**src/verilog/dsl_pkg.sv**
```systemverilog
// Shared constants, types and state layout of the device security lock
package dsl_pkg;
    // Flash geometry: blocks of words
    localparam int BLK_W   = 3;
    localparam int WORD_W  = 4;
    localparam int ADDR_W  = BLK_W + WORD_W;
    localparam int NUM_BLK = 1 << BLK_W;
    localparam int DATA_W  = 8;
    // Latch geometry and vote threshold
    localparam int KEY_W    = 32;
    localparam int VOTE_MIN = 28;
    // Protection level width and codes, higher is stricter
    localparam int LVL_W = 2;
    localparam logic [LVL_W-1:0] LVL_NONE  = 2'h0;
    localparam logic [LVL_W-1:0] LVL_WRITE = 2'h1;
    localparam logic [LVL_W-1:0] LVL_FULL  = 2'h2;
    // Value left in a flash word by erase
    localparam logic [DATA_W-1:0] ERASED_WORD = 8'hFF;
    // Lock key pattern; arbitrary value, not any product's key
    localparam logic [KEY_W-1:0] KEY_PATTERN_DFLT = 32'hA5C3_3C5A;
    // Latch cell contents at power-on; arbitrary value
    localparam logic [KEY_W-1:0] NV_POWERUP_DFLT = 32'h0000_0000;

    // Debug-port operations
    typedef enum logic [3:0] {
        OP_NOP,
        OP_ERASE_ALL,
        OP_ERASE_BLK,
        OP_PROGRAM,
        OP_VERIFY,
        OP_RAISE_PROT,
        OP_KEY_LOAD,
        OP_KEY_COMMIT,
        OP_KEY_READ
    } dsl_op_e;

    // Answer codes
    typedef enum logic [2:0] {
        RS_OK,
        RS_LOCKED,
        RS_PROT,
        RS_MISMATCH,
        RS_BAD
    } dsl_rsp_e;

    // Sequencer states
    typedef enum logic [1:0] {
        S_IDLE,
        S_ERASE,
        S_VERIFY
    } dsl_fsm_e;

    // One request from the debug port
    typedef struct packed {
        dsl_op_e                op;
        logic                   via_swd;
        logic [BLK_W-1:0]       blk;
        logic [WORD_W-1:0]      word;
        logic [KEY_W-1:0]       data;
    } dsl_cmd_s;

    // One answer to the debug port
    typedef struct packed {
        dsl_rsp_e               status;
        logic [KEY_W-1:0]       data;
    } dsl_rsp_s;

    // All state of the lock block
    typedef struct packed {
        dsl_fsm_e                          fsm;
        dsl_cmd_s                          cur;
        logic [ADDR_W-1:0]                 ptr;
        logic                              erase_all;
        logic                              locked;
        logic                              vote;
        logic [NUM_BLK-1:0][LVL_W-1:0]     prot;
        logic [KEY_W-1:0]                  key_stage;
        logic                              staged;
        logic [KEY_W-1:0]                  nv_cells;
        logic                              busy;
        logic                              rsp_valid;
        dsl_rsp_s                          rsp;
    } dsl_state_s;
endpackage : dsl_pkg

```
**src/verilog/dsl_mem.sv**
```systemverilog
// Flash word array with registered read data
`timescale 1ns/1ns
module dsl_mem #(
    parameter int DATA_W = 8,
    parameter int ADDR_W = 7
) (
    input  wire logic              sys_clk,
    input  wire logic              sys_rst,
    input  wire logic              ce,
    input  wire logic              we,
    input  wire logic [ADDR_W-1:0] addr,
    input  wire logic [DATA_W-1:0] wdata,
    output logic      [DATA_W-1:0] rdata
);
    // Array is not reset: flash contents survive a device reset
    logic [DATA_W-1:0] mem [0:(1<<ADDR_W)-1];

    // Write port and registered read, frozen while ce is low
    always_ff @(posedge sys_clk) begin
        if (sys_rst) begin
            rdata <= '0;
        end else if (ce) begin
            if (we) begin
                mem[addr] <= wdata;
            end
            rdata <= mem[addr];
        end
    end
endmodule : dsl_mem

```
**src/verilog/dsl_lock.sv**
```systemverilog
// Device security lock: flash program, protection and key latch, frozen once it votes locked
//
// Operation
// Erase, program, verify whole device via either port
// Levels only rise; full erase clears them; code also clears them at power-on reset
// Block operations obey that block's protection level
// Programmer writes the fixed 32-bit key
// Latch holds 32 nonvolatile bits; code reloads NV_POWERUP at power-on unless the cells vote locked
// Wrapper outputs 1 when 28+ bits match
// Vote high blocks debug, test, latch changes
// Lock needs load, commit, then reset
// Vote sampled only at reset gates access
// Key commit only while no protection set
// Access stays granted until next reset
// Programmer writes key, protection, then resets
// Latch contents readable through the serial-wire port
// Sampled lock decision held until next reset
`timescale 1ns/1ns
module dsl_lock #(
    parameter logic [dsl_pkg::KEY_W-1:0] KEY_PATTERN = dsl_pkg::KEY_PATTERN_DFLT,
    parameter logic [dsl_pkg::KEY_W-1:0] NV_POWERUP  = dsl_pkg::NV_POWERUP_DFLT
) (
    input  wire logic              sys_clk,
    input  wire logic              sys_rst,
    input  wire logic              por_rst,
    input  wire logic              ce,
    input  wire logic              cmd_valid,
    input  wire dsl_pkg::dsl_cmd_s cmd,
    output logic                   cmd_ready,
    output logic                   rsp_valid,
    output dsl_pkg::dsl_rsp_s      rsp,
    output logic                   dev_locked,
    output logic                   latch_vote,
    output logic                   debug_en,
    output logic                   test_en
);
    // Registered state and its next value
    dsl_pkg::dsl_state_s st;
    dsl_pkg::dsl_state_s next_st;

    // Flash array port, driven by the sequencer
    logic                          mem_we;
    logic [dsl_pkg::ADDR_W-1:0]    mem_addr;
    logic [dsl_pkg::DATA_W-1:0]    mem_wdata;
    logic [dsl_pkg::DATA_W-1:0]    mem_rdata;

    // Request decode helpers
    logic [dsl_pkg::ADDR_W-1:0]    req_addr;
    logic [dsl_pkg::LVL_W-1:0]     req_lvl;
    logic [dsl_pkg::LVL_W-1:0]     blk_lvl;
    logic                          erase_last;

    // super-majority vote
    // Tolerates a few failed cells so that a worn bit cannot unlock a part
    function automatic logic vote_match(
        input logic [dsl_pkg::KEY_W-1:0] cells,
        input logic [dsl_pkg::KEY_W-1:0] pattern
    );
        int cnt;
        cnt = 0;
        for (int i = 0; i < dsl_pkg::KEY_W; i++) begin
            if (cells[i] == pattern[i]) begin
                cnt = cnt + 1;
            end
        end
        return (cnt >= dsl_pkg::VOTE_MIN);
    endfunction : vote_match

    // Reset value; nonvolatile fields survive a device reset
    function automatic dsl_pkg::dsl_state_s reset_state(
        input dsl_pkg::dsl_state_s s,
        input logic                por
    );
        dsl_pkg::dsl_state_s r;
        r = '0;
        r.fsm        = dsl_pkg::S_IDLE;
        r.cur.op     = dsl_pkg::OP_NOP;
        r.rsp.status = dsl_pkg::RS_OK;
        // 32 cells; a locked latch survives power-on
        r.nv_cells   = (por && !vote_match(s.nv_cells, KEY_PATTERN)) ? NV_POWERUP : s.nv_cells;
        r.prot       = por ? '0 : s.prot;
        // wrapper output sampled at reset
        r.locked     = vote_match(r.nv_cells, KEY_PATTERN);
        r.vote       = r.locked;
        return r;
    endfunction : reset_state

    // Flash word storage
    dsl_mem #(
        .DATA_W (dsl_pkg::DATA_W),
        .ADDR_W (dsl_pkg::ADDR_W)
    ) u_mem (
        .sys_clk (sys_clk),
        .sys_rst (sys_rst),
        .ce      (ce),
        .we      (mem_we),
        .addr    (mem_addr),
        .wdata   (mem_wdata),
        .rdata   (mem_rdata)
    );

    // Decode of the current request
    always_comb begin
        req_addr   = {cmd.blk, cmd.word};
        req_lvl    = cmd.data[dsl_pkg::LVL_W-1:0];
        blk_lvl    = st.prot[cmd.blk];
        // Last word of the erase sweep, whole array or one block
        erase_last = st.erase_all ? (&st.ptr) : (&st.ptr[dsl_pkg::WORD_W-1:0]);
    end

    // Next-state logic of the sequencer, protection and latch
    always_comb begin
        next_st           = st;
        next_st.rsp_valid = 1'b0;
        mem_we            = 1'b0;
        mem_addr          = st.ptr;
        mem_wdata         = dsl_pkg::ERASED_WORD;
        // live wrapper output follows the cells
        next_st.vote      = vote_match(st.nv_cells, KEY_PATTERN);
        case (st.fsm)
            dsl_pkg::S_IDLE: begin
                if (cmd_valid && !st.busy) begin
                    next_st.cur        = cmd;
                    next_st.rsp.status = dsl_pkg::RS_OK;
                    next_st.rsp.data   = '0;
                    // sampled lock refuses all but the latch readout
                    if (st.locked && !(cmd.op == dsl_pkg::OP_KEY_READ && cmd.via_swd)) begin
                        next_st.rsp.status = dsl_pkg::RS_LOCKED;
                        next_st.rsp_valid  = 1'b1;
                    end else begin
                        case (cmd.op)
                            // whole device erase sweep
                            dsl_pkg::OP_ERASE_ALL: begin
                                next_st.fsm       = dsl_pkg::S_ERASE;
                                next_st.erase_all = 1'b1;
                                next_st.ptr       = '0;
                            end
                            // block erase needs an open block
                            dsl_pkg::OP_ERASE_BLK: begin
                                if (blk_lvl != dsl_pkg::LVL_NONE) begin
                                    next_st.rsp.status = dsl_pkg::RS_PROT;
                                    next_st.rsp_valid  = 1'b1;
                                end else begin
                                    next_st.fsm       = dsl_pkg::S_ERASE;
                                    next_st.erase_all = 1'b0;
                                    next_st.ptr       = {cmd.blk, {dsl_pkg::WORD_W{1'b0}}};
                                end
                            end
                            // program only an open block
                            dsl_pkg::OP_PROGRAM: begin
                                if (blk_lvl != dsl_pkg::LVL_NONE) begin
                                    next_st.rsp.status = dsl_pkg::RS_PROT;
                                end else begin
                                    mem_we    = ce;
                                    mem_addr  = req_addr;
                                    mem_wdata = cmd.data[dsl_pkg::DATA_W-1:0];
                                end
                                next_st.rsp_valid = 1'b1;
                            end
                            // verify unless the block is read-protected
                            dsl_pkg::OP_VERIFY: begin
                                if (blk_lvl >= dsl_pkg::LVL_FULL) begin
                                    next_st.rsp.status = dsl_pkg::RS_PROT;
                                    next_st.rsp_valid  = 1'b1;
                                end else begin
                                    mem_addr    = req_addr;
                                    next_st.fsm = dsl_pkg::S_VERIFY;
                                end
                            end
                            // a level may rise or stay, never fall
                            dsl_pkg::OP_RAISE_PROT: begin
                                if (req_lvl < blk_lvl) begin
                                    next_st.rsp.status = dsl_pkg::RS_PROT;
                                end else begin
                                    next_st.prot[cmd.blk] = req_lvl;
                                end
                                next_st.rsp_valid = 1'b1;
                            end
                            // first step, key into the volatile stage
                            dsl_pkg::OP_KEY_LOAD: begin
                                // frozen latch takes no new key
                                if (st.vote) begin
                                    next_st.rsp.status = dsl_pkg::RS_LOCKED;
                                end else begin
                                    next_st.key_stage = cmd.data;
                                    next_st.staged    = 1'b1;
                                end
                                next_st.rsp_valid = 1'b1;
                            end
                            // second step, stage into the cells
                            dsl_pkg::OP_KEY_COMMIT: begin
                                // frozen latch refuses alteration
                                if (st.vote) begin
                                    next_st.rsp.status = dsl_pkg::RS_LOCKED;
                                // no commit while any level is set
                                end else if (|st.prot) begin
                                    next_st.rsp.status = dsl_pkg::RS_PROT;
                                end else if (!st.staged) begin
                                    next_st.rsp.status = dsl_pkg::RS_BAD;
                                end else begin
                                    // lock register untouched until reset
                                    next_st.nv_cells = st.key_stage;
                                    next_st.staged   = 1'b0;
                                end
                                next_st.rsp_valid = 1'b1;
                            end
                            // latch readout only over serial-wire
                            dsl_pkg::OP_KEY_READ: begin
                                if (cmd.via_swd) begin
                                    next_st.rsp.data = st.nv_cells;
                                end else begin
                                    next_st.rsp.status = dsl_pkg::RS_BAD;
                                end
                                next_st.rsp_valid = 1'b1;
                            end
                            // Unknown or empty operation
                            default: begin
                                next_st.rsp.status = dsl_pkg::RS_BAD;
                                next_st.rsp_valid  = 1'b1;
                            end
                        endcase
                    end
                end
            end
            // one word erased per cycle
            dsl_pkg::S_ERASE: begin
                mem_we      = ce;
                mem_addr    = st.ptr;
                next_st.ptr = st.ptr + 1'h1;
                if (erase_last) begin
                    next_st.fsm       = dsl_pkg::S_IDLE;
                    next_st.rsp_valid = 1'b1;
                    // of the two erases, only a full erase drops protection
                    if (st.erase_all) begin
                        next_st.prot = '0;
                    end
                end
            end
            // compare the registered read with expected data
            dsl_pkg::S_VERIFY: begin
                next_st.rsp.data   = {{(dsl_pkg::KEY_W-dsl_pkg::DATA_W){1'b0}}, mem_rdata};
                next_st.rsp.status = (mem_rdata == st.cur.data[dsl_pkg::DATA_W-1:0]) ?
                                     dsl_pkg::RS_OK : dsl_pkg::RS_MISMATCH;
                next_st.rsp_valid  = 1'b1;
                next_st.fsm        = dsl_pkg::S_IDLE;
            end
            // Recover from an illegal code
            default: begin
                next_st.fsm = dsl_pkg::S_IDLE;
            end
        endcase
        next_st.busy = (next_st.fsm != dsl_pkg::S_IDLE);
    end

    // State register; resets take priority over the clock enable
    always_ff @(posedge sys_clk) begin
        if (por_rst || sys_rst) begin
            // lock decision loaded here only
            st <= reset_state(st, por_rst);
        end else if (ce) begin
            st <= next_st;
        end
    end

    // Outputs straight from the state register
    assign cmd_ready  = ~st.busy;
    assign rsp_valid  = st.rsp_valid;
    assign rsp        = st.rsp;
    assign dev_locked = st.locked;
    assign latch_vote = st.vote;
    // debug and test ports shut while locked
    assign debug_en   = ~st.locked;
    assign test_en    = ~st.locked;
endmodule : dsl_lock

```
**config.mk**
```make
export PLATFORM = sky130hd
export DESIGN_NAME = dsl_lock
export DESIGN_NICKNAME = d
export VERILOG_FILES = /design/src/verilog/dsl_pkg.sv /design/src/verilog/dsl_mem.sv /design/src/verilog/dsl_lock.sv
export SDC_FILE = /design/constraint.sdc
export NUM_CORES = 1
export LEC_CHECK = 0
export BUFFER_PORTS_ARGS = -buffer_cell sky130_fd_sc_hd__buf_2
export CORE_UTILIZATION = 57
export DETAILED_ROUTE_END_ITERATION = 16
export PLACE_DENSITY = 0.74
export SYNTH_ARGS = -nofsm -noshare
export SYNTH_HDL_FRONTEND = slang
export SYNTH_SLANG_ARGS = --single-unit
```
**constraint.sdc**
```tcl
create_clock -name sys_clk -period 66.4 [get_ports sys_clk]
set_input_delay 6.64 -clock sys_clk [delete_from_list [all_inputs] [get_ports sys_clk]]
set_output_delay 6.64 -clock sys_clk [all_outputs]
set_load 0.05 [all_outputs]
```
Word-level counts from Yosys, hierarchy flattened
Memories as Yosys holds them, arrays and structs flattened. A register that Yosys moved wholly into a read port is not among the register bits. Index checks and enable logic that the tools add are counted.

Reductions and logical operators: 33. Eq/ne operators: 29. Add/subtract/negate cells: 94. Magnitude comparators: 7. Muxes and demuxes: 234. Bitwise operators: 4.

Operator list (count): $mux 32 (164); $add 32x2->32 const B (93); $mux 81 (2); $mux 120 (1); $mux 119 (1); $mux 33 (3); $ge 32x6->1 const B (3); $mux 16 (5); $pmux 35 s2 (1); $mux 65 (1); $mux 8 (7); $mux 54 (1); $mux 36 (1); $mux 7 (5); $pmux 16 s2 (1); $pmux 4 s8 (1); $pmux 7 s2 (2); $reduce_bool 2->1 (11); $mux 2 (9); $ne 3x3->1 const B (6); $reduce_and 6->1 (3); $bwmux 16 (1); $eq 4x3->1 const B (4); $pmux 8 s2 (1); other kinds (36) (74).

Output and inout bits: 41. Memories kept: 1. Word-level logic and storage cells: 427. RAM bits: 1024. Flip-flop bits (word level): 174. Bits of input ports: 49.

Memories: u_mem.mem (words 128, bits a word 8, rd ports 1, clocked after memory_dff 1, wr ports 1, RTL line dsl_mem.sv:16) `logic [DATA_W-1:0] mem [0:(1<<ADDR_W)-1];`.

Logic depth before layout (Yosys ltp)
Depth after elaboration: 196. Depth in mapped cells: 219. Depth with buffers taken out: 210.

By module
From an unflattened synthesis, not the netlist that was laid out.

Cell total of the unflattened synthesis: 4648. Area, all modules: 58646.2 µm².

By module, submodules not included: dsl_mem (instances 1, cells each 2285, area an instance 40636.5 µm²); dsl_lock (instances 1, cells each 2363, area an instance 18009.8 µm²).

Worst setup path before layout
Ideal clock, no wire load.

Path type: reg-to-reg. Start: reg st[37] (netlist bit). End: reg st, in the netlist latch_vote, data pin. Required time: 66136 ps. Data arrival time: 40019 ps. Buffers on the path: 10. Slack: 26117 ps. Setup time: 264 ps. Cell stages (with the launch flop): 211. Path through: edfxtp_1 > inv_1 > ha_1 > buf_4 > xnor2_1 > nand2_1 > o31ai_1 > ha_1 > nand2_1 > o41ai_2 > nor2_1 > inv_1 > ha_1 > nor2_1 > nor2_1 > ha_1 > nand2_1 > o31ai_1 > [175 not listed] > mux2i_1 > inv_1 > ha_1 > nand2_1 > o21ai_0 > ha_1 > mux2_2 > ha_1 > xnor2_1 > nand3_1 > a21oi_1 > nor4b_1 > a31oi_1 > nor2b_1 > mux2i_1 > o31a_1 > a2111oi_2 > o21ai_1.

Word-level cells in the longest chain between the ends: 196. Elaborated cells on any way between the ends: 260. Those cells by class: add/sub (93); order compare (3); mux (162); reduce/logical (2).

Ends and longest elaborated chain: from (decl) (RTL line dsl_lock.sv:38) `dsl_pkg::dsl_state_s st;`; from (signal assigned) (RTL line dsl_lock.sv:259) `st <= reset_state(st, por_rst);`; from (signal assigned) (RTL line dsl_lock.sv:261) `st <= next_st;`; $mux 1 (RTL line dsl_lock.sv:62) `if (cells[i] == pattern[i]) begin`; $mux 32 (RTL line dsl_lock.sv:257) `if (por_rst || sys_rst) begin`; $add 32x2->32 (RTL line dsl_lock.sv:63) `cnt = cnt + 1;`; $mux 32 (RTL line dsl_lock.sv:62); $mux 32 (RTL line dsl_lock.sv:257); $add 32x2->32 (RTL line dsl_lock.sv:63); $mux 32 (RTL line dsl_lock.sv:62); $mux 32 (RTL line dsl_lock.sv:257); [180 not listed]; $add 32x2->32 (RTL line dsl_lock.sv:63); $mux 32 (RTL line dsl_lock.sv:62); $mux 32 (RTL line dsl_lock.sv:257); $add 32x2->32 (RTL line dsl_lock.sv:63); $mux 32 (RTL line dsl_lock.sv:62); $mux 32 (RTL line dsl_lock.sv:257); $ge 32x6->1 (RTL line dsl_lock.sv:66) `return (cnt >= dsl_pkg::VOTE_MIN);`; $mux 120 (*) (RTL line dsl_lock.sv:257).

Mark *: on every way between the ends. The rest lies on a longest branch, timed or not. The select of a mux whose other input is x is not followed. A chain may end at the register's enable or synchronous reset.

Worst setup path after layout
Start: reg st[39] (netlist bit). End: reg st, in the netlist latch_vote, data pin.

Word-level cells in the longest chain between the ends: 190. Elaborated cells on any way between the ends: 251. Those cells by class: add/sub (89); order compare (3); mux (157); reduce/logical (2).

Ends and longest elaborated chain (RTL line): $mux 32 (dsl_lock.sv:62); $mux 32 (dsl_lock.sv:257); $add 32x2->32 (dsl_lock.sv:63); $mux 32 (dsl_lock.sv:62); $mux 32 (dsl_lock.sv:257); $add 32x2->32 (dsl_lock.sv:63); $mux 32 (dsl_lock.sv:62); $mux 32 (dsl_lock.sv:257); [174 not listed]; $add 32x2->32 (dsl_lock.sv:63); $mux 32 (dsl_lock.sv:62); $mux 32 (dsl_lock.sv:257); $add 32x2->32 (dsl_lock.sv:63); $mux 32 (dsl_lock.sv:62); $mux 32 (dsl_lock.sv:257); $ge 32x6->1 (dsl_lock.sv:66); $mux 120 (*) (dsl_lock.sv:257).

Marked as above.

==> run metrics <==
number of flops mapped to enable cells by yosys=1,074; CP endpoint kind=flip-flop; startpoint types=flip-flop; routed vias/inst=~6.3; # port buffers=89; Global Route met1 Usage=41.8%; Yosys cell types=117; met3 Track Usage GR=5.52%; Post-synth top cells=nand2_1, edfxtp_1, nand3_1, nor2_1, clkbuf_1; Setup Skew=approximately 32 ps; status=finished, final reports clean; CTS Hold Bufs=0; worst hold path class=flip-flop to flip-flop; CP peak stage delay=710 ps; Worst EP required=66,820 ps; CP bufs+invs=12; 1st-iter DRT viols=6,156; Ys Warns=0; ys flop type=edfxtp_1; met2 Track Usage GR=47.8%; Register Area=0.0342 sq mm; ant diodes=0; first-pass GRT wire length=around 250,000 microns; share of cells above drive strength 1=a little over 8%; DIE WIDTH=325 microns; Die Y=325 microns; Routed Antenna Nets=0; endpoints failing hold=0; setup bufs post-CTS=0; die area=between 0.1 and 0.15 sq mm; Yosys reg bits=1,170; Final setup viols=0; final period utilization=between 60% and 70%; Max FO, Critical Path=22; GRT busiest layer=met2; total of max-cap violations=0; CTS Buf Count=115; clk root buf=clkbuf_16; DRT Pass-1 Iters=7; core area=approximately 0.10 sq mm; most common cell in the netlist=nand2_1; Slew @ Worst Pin=1190 ps; fillers=just over 8,000; clock sink count=1,170; post-DP HPWL=between 100,000 and 150,000 microns; Fmax=22.3 MHz; Final GP Congestion=around 0.95; WL/cell=23.3 microns; I/O pin count=90; area leader, netlist=edfxtp_1; Mapped Area=0.0594 sq mm; GRT Total Usage=between 30% and 40%; critical path's most frequent cell=ha_1; slew margin rel.=20.7%; Pins Over Slew Limit=0; CTS resizes=0; multi-input logic area=around 0.024 sq mm; synth-to-layout area growth=8.33%; register area share after synthesis=57.5%; WL final=approximately 160,000 microns; Vias=44,355; antenna violations before repair=5; WS Path Type=flip-flop to flip-flop; # rows=118; syn avg cell area=around 11 sq um; grt total ovfl=0; Critical Path AT=45,310 ps; pin count of the biggest net entering global routing=~150; number of buffers on the longest clock path=3; vias in the first global route=about 42,000; syn_nets=between 5,000 and 6,000; Crit-path slowest cell=xnor2_1; worst skew pair latency=720 ps; TNS Setup=0 ps; RSZ-0062 raised after global routing=false; CTS H-Tree Depth=3; Reg clk slew, reported paths=60 ps; post-synth top area share=~54%; delay-heaviest family, CP=adder cells; ranking of synthesized cells by area=edfxtp_1, nand2_1, nand3_1; Post-Synthesis Cells=5,639; Synth async-reset ratio=0%; initial core utilization=a little under three fifths; min Tclk post-route=44,880 ps; Post-layout nets=5,631; CTS tree=yes; Remaining DRCs=0
==> worst register-to-register path: cells and delay by family, from the launching register on <==
kind | cells | cell delay, ps
muxes | 17 | 4690
DFF | 1 | 700
and+or+nand+nor | 58 | 8550
xor gates and xnor gates | 7 | 2200
buffers and inverters | 12 | 1650
AOI/OAI and AO/OA | 55 | 10420
adders and majority gates | 53 | 16430
==> state kept, by name (all words and copies together), names as in the netlist <==
register / cells
dev_locked: 1
latch_vote: 1
rsp: 35
rsp_valid: 1
st: 100
u_mem.mem: 1024
u_mem.rdata: 8
==> cell families after synthesis <==
kind of cell	Yosys count	synth area share, %
flops	1170	57.5
fa+ha+maj	68	1.42
buf+inv	462	3.22
xor+xnor	324	6.19
simple gates	2640	19.7
mux	105	1.89
compound gates	870	10.1
==> routing by layer <==
metal  wire [microns]  share of wire (%)
met1            64900                 40
met2            75900                 47
met3            16500                 10
met4             5920                3.6
met5               12             0.0074
==> layout by cell type, fill, tap and decap left out, drive strengths merged, types with 135 or more instances in the layout <==
| cell | n |
|---|---|
| a311oi | 135 |
| xnor2 | 195 |
| nand2 | 1390 |
| edfxtp | 1074 |
| buf | 151 |
| a21oi | 138 |
| a31oi | 153 |
| and3 | 148 |
| nand3 | 404 |
| clkbuf | 148 |
| nor2 | 388 |
==> per-stage QoR <==
| stage | setup WS, ps | area (sq um) | hold slack [ps] | utilization, % | cells |
|---|---|---|---|---|---|
| 2_1_floorplan | 26120 | 59400 | 437 | - | 5639 |
| 3_3_place_gp | 23330 | 60700 | 443 | 58.6 | 6780 |
| 3_5_place_dp | 21920 | 60700 | 447 | 58.6 | 6780 |
| 4_1_cts | 21790 | 64400 | 455 | 62.2 | 6990 |
| 5_1_grt | 18120 | 64400 | 476 | 62.2 | 6990 |
| 6_report | 21520 | 64400 | 460 | 62.2 | 6990 |
==> path summary, 6_finish.rpt <==
path	start	endpoint	slack [ps]	cells past startpoint
min reg2reg	st[90]	st[90]	460	2
min	st[90]	st[90]	460	2
max	st[39]	latch_vote	21520	202
max reg2reg	st[39]	latch_vote	21520	202
==> cell type report <==
cell class | count | share of cell area [%]
sequential | 1170 | 53.1
multi-input combinational | 4007 | 36.6
clock buffer | 148 | 4.76
tap | 1380 | 2.68
timing repair buffer | 151 | 1.47
clock inverter | 62 | 1.00
inverter | 72 | 0.420
Power is not shown: default switching activity piles up to over one toggle a cycle in this logic, so the estimate is an artifact.
